==> src/rtl/spts_defs.vh <==
// Purpose: Constants for the shutdown path test sequencer.
// Assumes: 20 MHz mclk, Avalon-MM register slave with 32-bit data.
// Notes:   Register offsets are word addresses, one per 32-bit register.
`ifndef SPTS_DEFS_VH
`define SPTS_DEFS_VH

// ---------------------------------------------------------------
// Register map
// ---------------------------------------------------------------
`define SPTS_REG_CTRL      4'h0
`define SPTS_REG_CFG       4'h1
`define SPTS_REG_CHECK     4'h2
`define SPTS_REG_MODESW    4'h3
`define SPTS_REG_STATUS    4'h4
`define SPTS_REG_IRQ_STAT  4'h5
`define SPTS_REG_IRQ_MASK  4'h6
`define SPTS_REG_ALARM     4'h7

// ---------------------------------------------------------------
// Control fields (CTRL register)
// ---------------------------------------------------------------
`define SPTS_CTRL_DRV_SEL  0
`define SPTS_CTRL_KER_SEL  1
`define SPTS_CTRL_EXT_SEL  2

// ---------------------------------------------------------------
// Configuration fields (CFG register)
// ---------------------------------------------------------------
`define SPTS_CFG_INTERNAL  0
`define SPTS_CFG_STATUS_IO 1

// ---------------------------------------------------------------
// Interrupt / event bits
// ---------------------------------------------------------------
`define SPTS_EV_DRV_FAIL   0
`define SPTS_EV_KER_FAIL   1
`define SPTS_EV_EXT_FAIL   2
`define SPTS_EV_MODESW     3
`define SPTS_EV_STOPF      4
`define SPTS_EV_PASS       5
`define SPTS_EV_W          6

// ---------------------------------------------------------------
// Alarm codes, reset values and tick divider count
// ---------------------------------------------------------------
`define SPTS_INFO_EXT_STOP 16'h003A
`define SPTS_INFO_NO_CHECK 16'h03F2
`define SPTS_CHECK_RST     24'h0186A0
`define SPTS_MODESW_RST    24'h0186A0
`define SPTS_TICK_DIV      8'h13

`endif

==> src/rtl/spts_timer.v <==
// Purpose: Checkback down-counter that counts enable ticks.
// Assumes: tick is a one-cycle enable pulse from the main divider.
// Notes:   Expired stays high until the next load.
`timescale 1ns/1ps
module spts_timer #(
  parameter W = 24
) (
  input  wire         clk,
  input  wire         rst_n,
  input  wire         load,
  input  wire [W-1:0] value,
  input  wire         run,
  input  wire         tick,
  output reg          expired
);
  reg [W-1:0] count;

  // ---------------------------------------------------------------
  // Counter
  // ---------------------------------------------------------------
  // A zero load value expires on the first tick, so no test runs unbounded.
  always @(posedge clk or negedge rst_n) begin
    if (!rst_n) begin
      count   <= {W{1'b0}};
      expired <= 1'b0;
    end else if (load) begin
      count   <= value;
      expired <= 1'b0;
    end else if (run && tick && !expired) begin
      if (count <= {{(W-1){1'b0}}, 1'b1})
        expired <= 1'b1;
      else
        count <= count - {{(W-1){1'b0}}, 1'b1};
    end
  end
endmodule // spts_timer

==> src/rtl/spts_sequencer.v <==
// Purpose: Forced check of the pulse shutdown paths, drive, kernel and external channel.
// Assumes: Avalon-MM slave on mclk; pin inputs are asynchronous.
// Notes:   Timer values count 1 us ticks; a failed drive, kernel or external test latches.
`timescale 1ns/1ps
module spts_sequencer #(
  parameter AXES = 6
) (
  input  wire             mclk,
  input  wire             rst_n,
  input  wire [3:0]       avs_address,
  input  wire             avs_read,
  input  wire             avs_write,
  input  wire [31:0]      avs_writedata,
  output reg  [31:0]      avs_readdata,
  output wire             avs_waitrequest,
  input  wire             drv_test_select,
  input  wire             ker_test_select,
  input  wire             ext_test_select,
  input  wire [AXES-1:0]  axis_map,
  input  wire             status_io_in,
  input  wire             status_if_in,
  input  wire             ext_stop_present,
  input  wire [3:0]       monitor_state_in,
  output reg              drv_pulse_cancel,
  output reg              drv_pulses_cancelled,
  output reg              int_pulse_cancel,
  output reg              ext_pulse_enable,
  output reg              test_in_progress,
  output reg  [AXES-1:0]  ext_test_running,
  output reg              immediate_stop,
  output reg              stop_f,
  output reg  [3:0]       monitor_state,
  output wire             irq
);
`include "spts_defs.vh"

  localparam S_IDLE = 6'h01;
  localparam S_DRV  = 6'h02;
  localparam S_KER  = 6'h04;
  localparam S_EXT  = 6'h08;
  localparam S_DONE = 6'h10;
  localparam S_LOCK = 6'h20;

  // ---------------------------------------------------------------
  // Reset release and input synchronisers
  // ---------------------------------------------------------------
  reg        rst_m;
  reg        rst_s;
  wire       rst_sn = rst_s;

  // Asynchronous assert, synchronous release of the internal reset.
  always @(posedge mclk or negedge rst_n) begin
    if (!rst_n) begin
      rst_m <= 1'b0;
      rst_s <= 1'b0;
    end else begin
      rst_m <= 1'b1;
      rst_s <= rst_m;
    end
  end

  reg [5:0] pin_m;
  reg [5:0] pin_s;
  // Pin inputs pass two flops; only the second one is read by logic.
  always @(posedge mclk or negedge rst_sn) begin
    if (!rst_sn) begin
      pin_m <= 6'h00;
      pin_s <= 6'h00;
    end else begin
      pin_m <= {ext_stop_present, status_if_in, status_io_in,
                ext_test_select, ker_test_select, drv_test_select};
      pin_s <= pin_m;
    end
  end
  wire drv_sel  = pin_s[0];
  wire ker_sel  = pin_s[1];
  wire ext_sel  = pin_s[2];
  wire ext_stop = pin_s[5];

  // ---------------------------------------------------------------
  // Registers
  // ---------------------------------------------------------------
  reg [2:0]  ctrl;
  reg [1:0]  cfg;
  reg [23:0] check_time;
  reg [23:0] modesw_time;
  reg [6:0]  irq_stat;
  reg [6:0]  irq_mask;
  reg [15:0] alarm_info;
  reg [5:0]  state;
  reg [2:0]  mode;
  reg [6:0]  ev;

  // Pulse status source: assignment zero means the drive interface.
  wire pulses_off = cfg[`SPTS_CFG_STATUS_IO] ? pin_s[3] : pin_s[4];

  // Selections come from pins or from software control bits.
  wire sel_drv = drv_sel | ctrl[`SPTS_CTRL_DRV_SEL];
  wire sel_ker = ker_sel | ctrl[`SPTS_CTRL_KER_SEL];
  wire sel_ext = ext_sel | ctrl[`SPTS_CTRL_EXT_SEL];
  wire any_sel = sel_drv | sel_ker | sel_ext;

  wire wr = avs_write & ~avs_waitrequest;
  // One wait state on reads lets read data come from a flop and still stand at the completing edge.
  reg        rd_done;
  assign avs_waitrequest = avs_read & ~rd_done;
  assign irq = |(irq_stat & irq_mask);

  // ---------------------------------------------------------------
  // Tick divider and timers
  // ---------------------------------------------------------------
  reg [7:0] div;
  wire      tick = (div == `SPTS_TICK_DIV);
  // One tick per microsecond keeps the timer widths small.
  always @(posedge mclk or negedge rst_sn) begin
    if (!rst_sn)
      div <= 8'h00;
    else if (tick)
      div <= 8'h00;
    else
      div <= div + 8'h01;
  end

  wire start = (state == S_IDLE) & any_sel & ~pulses_off;
  wire chk_exp;
  wire msw_exp;

  spts_timer #(.W(24)) u_check (
    .clk     (mclk),
    .rst_n   (rst_sn),
    .load    (start),
    .value   (check_time),
    .run     ((state == S_DRV) | (state == S_KER) | (state == S_EXT)),
    .tick    (tick),
    .expired (chk_exp)
  );

  // Mode-switch timer runs only while an external stop meets the external test.
  spts_timer #(.W(24)) u_modesw (
    .clk     (mclk),
    .rst_n   (rst_sn),
    .load    (~(sel_ext & ext_stop)),
    .value   (modesw_time),
    .run     (1'b1),
    .tick    (tick),
    .expired (msw_exp)
  );

  // ---------------------------------------------------------------
  // Test sequence
  // ---------------------------------------------------------------
  reg msw_seen;
  always @(posedge mclk or negedge rst_sn) begin
    if (!rst_sn) begin
      state            <= S_IDLE;
      mode             <= 3'h0;
      ev               <= 7'h00;
      drv_pulse_cancel <= 1'b0;
      int_pulse_cancel <= 1'b0;
      ext_pulse_enable <= 1'b1;
      test_in_progress <= 1'b0;
      ext_test_running <= {AXES{1'b0}};
      immediate_stop   <= 1'b0;
      stop_f           <= 1'b0;
      alarm_info       <= 16'h0000;
      msw_seen         <= 1'b0;
    end else begin
      ev <= 7'h00;
      // Alarm 58 fires once per stretch of external stop during selection.
      if (msw_exp && !msw_seen) begin
        msw_seen                 <= 1'b1;
        alarm_info               <= `SPTS_INFO_EXT_STOP;
        ev[`SPTS_EV_MODESW]      <= 1'b1;
      end else if (!(sel_ext && ext_stop)) begin
        msw_seen <= 1'b0;
      end
      case (state)
        S_IDLE: begin
          if (any_sel && pulses_off) begin
            stop_f             <= 1'b1;
            ev[`SPTS_EV_STOPF] <= 1'b1;
            state              <= S_DONE;
          end else if (sel_ext) begin
            mode             <= 3'h4;
            ext_pulse_enable <= 1'b0;
            test_in_progress <= 1'b1;
            ext_test_running <= axis_map;
            state            <= S_EXT;
          end else if (sel_ker) begin
            mode             <= 3'h2;
            test_in_progress <= 1'b1;
            if (cfg[`SPTS_CFG_INTERNAL])
              int_pulse_cancel <= 1'b1;
            else
              ext_pulse_enable <= 1'b0;
            state            <= S_KER;
          end else if (sel_drv) begin
            mode             <= 3'h1;
            drv_pulse_cancel <= 1'b1;
            test_in_progress <= 1'b1;
            state            <= S_DRV;
          end
        end
        S_DRV, S_KER, S_EXT: begin
          if (chk_exp && !pulses_off) begin
            // Missing checkback at expiry: immediate internal stop.
            immediate_stop   <= 1'b1;
            int_pulse_cancel <= 1'b1;
            ev[`SPTS_EV_DRV_FAIL] <= (mode == 3'h1);
            ev[`SPTS_EV_KER_FAIL] <= (mode == 3'h2);
            ev[`SPTS_EV_EXT_FAIL] <= (mode == 3'h4);
            if (mode == 3'h4)
              alarm_info <= `SPTS_INFO_NO_CHECK;
            state            <= S_LOCK;
          end else if (chk_exp && !(mode == 3'h1 ? sel_drv : mode == 3'h2 ? sel_ker : sel_ext)) begin
            drv_pulse_cancel <= 1'b0;
            int_pulse_cancel <= 1'b0;
            ext_pulse_enable <= 1'b1;
            test_in_progress <= 1'b0;
            ext_test_running <= {AXES{1'b0}};
            ev[`SPTS_EV_PASS] <= 1'b1;
            state            <= S_IDLE;
          end
        end
        S_DONE: begin
          // Stop-F clears once every selection is released.
          if (!any_sel) begin
            stop_f <= 1'b0;
            state  <= S_IDLE;
          end
        end
        S_LOCK: begin
          // Only a power-on reset leaves this state.
          state <= S_LOCK;
        end
        default: state <= S_IDLE;
      endcase
    end
  end

  // Drive-channel status output mirrors the observed cancellation.
  always @(posedge mclk or negedge rst_sn) begin
    if (!rst_sn) begin
      drv_pulses_cancelled <= 1'b0;
      monitor_state        <= 4'h0;
    end else begin
      drv_pulses_cancelled <= pulses_off;
      monitor_state        <= monitor_state_in;
    end
  end

  // ---------------------------------------------------------------
  // Register writes and interrupt status
  // ---------------------------------------------------------------
  // A new event wins over a write-one-to-clear in the same cycle.
  always @(posedge mclk or negedge rst_sn) begin
    if (!rst_sn) begin
      ctrl        <= 3'h0;
      cfg         <= 2'h0;
      check_time  <= `SPTS_CHECK_RST;
      modesw_time <= `SPTS_MODESW_RST;
      irq_mask    <= 7'h00;
      irq_stat    <= 7'h00;
    end else begin
      irq_stat <= (irq_stat & ~((wr && avs_address == `SPTS_REG_IRQ_STAT) ?
                   avs_writedata[6:0] : 7'h00)) | ev;
      if (wr) begin
        case (avs_address)
          `SPTS_REG_CTRL:     ctrl        <= avs_writedata[2:0];
          `SPTS_REG_CFG:      cfg         <= avs_writedata[1:0];
          `SPTS_REG_CHECK:    check_time  <= avs_writedata[23:0];
          `SPTS_REG_MODESW:   modesw_time <= avs_writedata[23:0];
          `SPTS_REG_IRQ_MASK: irq_mask    <= avs_writedata[6:0];
          default:            ctrl        <= ctrl;
        endcase
      end
    end
  end

  // Read data is registered in the wait state, so it stands at the edge that completes the read.
  always @(posedge mclk or negedge rst_sn) begin
    if (!rst_sn) begin
      avs_readdata <= 32'h00000000;
      rd_done      <= 1'b0;
    end else if (avs_read && !rd_done) begin
      rd_done <= 1'b1;
      case (avs_address)
        `SPTS_REG_CTRL:     avs_readdata <= {29'h0, ctrl};
        `SPTS_REG_CFG:      avs_readdata <= {30'h0, cfg};
        `SPTS_REG_CHECK:    avs_readdata <= {8'h00, check_time};
        `SPTS_REG_MODESW:   avs_readdata <= {8'h00, modesw_time};
        `SPTS_REG_STATUS:   avs_readdata <= {20'h0, pulses_off, stop_f, immediate_stop, test_in_progress,
                                             2'h0, state};
        `SPTS_REG_IRQ_STAT: avs_readdata <= {25'h0, irq_stat};
        `SPTS_REG_IRQ_MASK: avs_readdata <= {25'h0, irq_mask};
        `SPTS_REG_ALARM:    avs_readdata <= {16'h0, alarm_info};
        default:            avs_readdata <= 32'h00000000;
      endcase
    end else begin
      rd_done <= 1'b0;
    end
  end
endmodule // spts_sequencer

==> config.mk <==
export PLATFORM = sky130hd
export DESIGN_NAME = spts_sequencer
export DESIGN_NICKNAME = d
export VERILOG_FILES = /design/src/rtl/spts_timer.v /design/src/rtl/spts_sequencer.v
export VERILOG_INCLUDE_DIRS = /design/src /design/src/rtl
export SDC_FILE = /design/constraint.sdc
export NUM_CORES = 1
export LEC_CHECK = 0
export BUFFER_PORTS_ARGS = -buffer_cell sky130_fd_sc_hd__buf_2
export CORE_UTILIZATION = 30
export DETAILED_ROUTE_END_ITERATION = 7
export GPL_TIMING_DRIVEN = 0
export MAX_ROUTING_LAYER = met4
export SETUP_SLACK_MARGIN = 0.4
export SLEW_MARGIN = 25
export SYNTH_ARGS = -nofsm -noshare
export SYNTH_HDL_FRONTEND = slang
export SYNTH_SLANG_ARGS = --single-unit
==> constraint.sdc <==
create_clock -name mclk -period 7.04 [get_ports mclk]
set_clock_uncertainty 0.05 [all_clocks]
set_input_delay 1.408 -clock mclk [delete_from_list [all_inputs] [get_ports mclk]]
set_output_delay 1.408 -clock mclk [all_outputs]
set_load 0.02 [all_outputs]
==> flow_summary.toml <==
[status]
status = "finished, final reports clean"

[layout]
drive_gt1_share_pct = 24.2
nNetsFinal = 1039
area_growth_pct = 19.6
num_antenna_cells = 0

[timing]
timing.fmax_ghz = 0.238
hold_viol = 0
rsz0062_at_grt = "false"
slew-limit-headroom_pct = 36.3
setup_tns_ns = 0
slew_viol_final = 0
finalCritPeriodShare_pct = 59.7
final-setup-viol-count = 0
layout_min_cycle_time_ns = 4.20
layout_setup_ws_ns = 2.84
worst_pin_slew_ns = 0.947

[critical_path]
crit_path_start_kind = "input port"
crit_start = "avs_read"
cp.arrival_ns = 2.75
path_class = "in -> out"
end_kind = "output port"
critPathRequiredTime_ns = 5.58
reg2reg_from = "ctrl[2]"
crit_fanout = 11

[routing]
ant_nets = 0
wl_mm = 26.4
viasPerCell = 5.28
drt_iter0_markers = 762
drt-pass1-iter-count = 5
via_count = 7348
wl_per_cell_um = 19.0
route.detailed.drc = 0

[global_routing]
grt_first_pass_wirelength_mm = 41.7
grt.busiest_layer = "met1"
grtUsageMet3_pct = 2.02
grt_use_met1_pct = 24.5
antenna_found_initial = 0
grtUsageTotal_pct = 16.7
grt_max_degree = 50
overflow = 0
grt_pass1_vias = 7259
grt_util_met2_pct = 24.4

[power]
power_density_mw_per_mm2 = 333
power_uw = 3800
p_leak_uw = 0.00503
peakVddDrop_v = 0.000201

[placed_design]
port_buffers = 88
routabilityCongestion = 0.914
hpwlAfterDp_mm = 19.5
post-place-ws_ns = 2.89

[clocking]
htree_levels = 1
numCtsBuffers = 24
path_clk_slew_ns = 0.06
clk_root_buffer_cell = "clkbuf_16"
cts_setup_buffers = 0
cts-resized-gates = 0
hold_buffers = 0
cts_tree = "built"
cts_buffer_depth = 3
clk-insertion-delay-late_ns = 0.51
cts.sinks = 213

[floorplan]
floorplan.rows = 64
die_h_um = 180
core_area_mm2 = 0.0309
pin_count = 107
die_area_mm2 = 0.0325
initial_utilization_pct = 30.8
fp.dieW_um = 180

[yosys]
dominantRegCellSynth = "dfrtp_1"
ys_warn_count = 0
synthArstFlopShare_pct = 100
syn_inst = 853
synthDistinctLibCells = 73
synthesis.area_mm2 = 0.00953
synth_seq_cells = 213
yosysSeqAreaShare_pct = 56.1
synth_edf_count = 0
avgSynthCellArea_um2 = 11.2

[job]
cap_violations = 0

[worst_hold_path]
holdCritPathClass = "reg -> async"
## state kept, by name (all words and copies together), names as in the netlist, 2 cells and up
signal	cells
state	6
monitor_state	4
ctrl	3
avs_readdata	24
u_modesw.count	24
ext_test_running	6
ev	6
alarm_info	16
u_check.count	24
pin_m	6
irq_stat	7
mode	3
modesw_time	24
pin_s	6
check_time	24
div	8
cfg	2
irq_mask	7
## layout by cell type, fill, tap and decap left out, drive strengths merged, types with 15 or more instances in the layout
cell and count:
nor4 22, nor3 26, a21oi 16, xnor2 26, clkbuf 65, nand3 15, a21o 16, a22oi 27
nor2 57, nand2 85, mux2 65, dfrtp 199, o21ai 58, buf 104
## where the power goes
part / internal [uW] / switching [uW] / total [uW]
Sequential: 1490 / 262 / 1750
Clock: 729 / 503 / 1230
Combinational: 361 / 457 / 818
Total: 2580 / 1220 / 3800
## synthesized netlist by cell type (3+ instances only)
| cell | count | area, um^2 |
|---|---|---|
| nand2_1 | 85 | 319 |
| or4_1 | 6 | 45.0 |
| nand4_1 | 8 | 50.1 |
| o21a_1 | 4 | 30.0 |
| or4_4 | 4 | 45.0 |
| dfrtp_1 | 199 | 4980 |
| buf_4 | 8 | 60.1 |
| nor2_1 | 56 | 210 |
| a22oi_1 | 27 | 203 |
| a21o_1 | 16 | 120 |
| nand3_1 | 14 | 70.1 |
| a22o_1 | 14 | 123 |
| ha_1 | 5 | 62.6 |
| inv_1 | 12 | 45.0 |
| nor3b_1 | 5 | 37.5 |
| o21ai_0 | 55 | 275 |
| nand2b_1 | 11 | 68.8 |
| o31a_1 | 3 | 26.3 |
| nor2b_1 | 6 | 37.5 |
| mux2i_1 | 5 | 50.1 |
| nor4b_1 | 6 | 52.6 |
| nor3_1 | 25 | 125 |
| nor4_1 | 21 | 131 |
| o211ai_1 | 5 | 37.5 |
| and2_1 | 12 | 75.1 |
| a211oi_1 | 3 | 22.5 |
| dfstp_2 | 14 | 368 |
| or3_1 | 8 | 50.1 |
| xor2_1 | 11 | 96.3 |
| a21oi_1 | 16 | 80.1 |
| xnor2_1 | 26 | 228 |
| a41oi_1 | 3 | 26.3 |
| mux2_2 | 65 | 732 |
| a31oi_1 | 7 | 43.8 |
| nand3b_1 | 5 | 37.5 |
| clkbuf_1 | 31 | 116 |
| a222oi_1 | 3 | 30.0 |
| or3b_2 | 3 | 26.3 |
## critical path, cell delays in order
cell and delay [ns]:
buf_2 0.10, nand2b_1 0.08, clkinv_1 0.21, clkbuf_1 0.64, buf_2 0.30
## logic make-up after synthesis
logic type,after synthesis,synth area share (%)
multiplexers,71,8.44
adder cells (fa/ha/maj),5,0.656
buffers and inverters,56,2.55
AND/OR/NAND/NOR,287,15.7
XOR/XNOR,37,3.40
AO/OA/AOI/OAI,182,13.0
other,2,0.0788
flip-flops,213,56.1
## cell type report
type | instances | area, um^2
clock inverter | 9 | 78.8
inverter | 13 | 48.8
fill | 3052 | 19500
sequential | 213 | 5350
buffer | 43 | 194
timing repair buffer | 92 | 543
clock buffer | 34 | 699
multi-input combinational | 591 | 3990
tap | 396 | 495
## worst paths after layout
path                                     end  slack, ns  cells past startpoint
min reg2reg                         pin_m[4]       0.25                      0
max reg2reg                u_check.count[14]       4.00                      7
min                                 pin_m[4]       0.25                      0
max in group asynchronous    modesw_time[10]       5.16                      4
min in group mclk                   pin_s[3]       0.29                      0
max                          avs_waitrequest       2.84                      5
## routing by layer
layer,part of all wire (%),vias up
li1,-,3327
met1,49,3717
met2,44,266
met3,4.9,38
met4,2.3,0
met5,0,-
## metrics by stage
step	cells	hold slack, ns	area, um^2	utilization (%)
floorplan	860	0.281	9560	-
global placement	1344	0.283	10500	33.9
detailed placement	1348	0.274	10600	34.4
CTS	1391	0.275	11400	36.9
global route	1391	0.303	11400	36.9
finish	1391	0.249	11400	36.9
(Power assumes the default switching activity.)
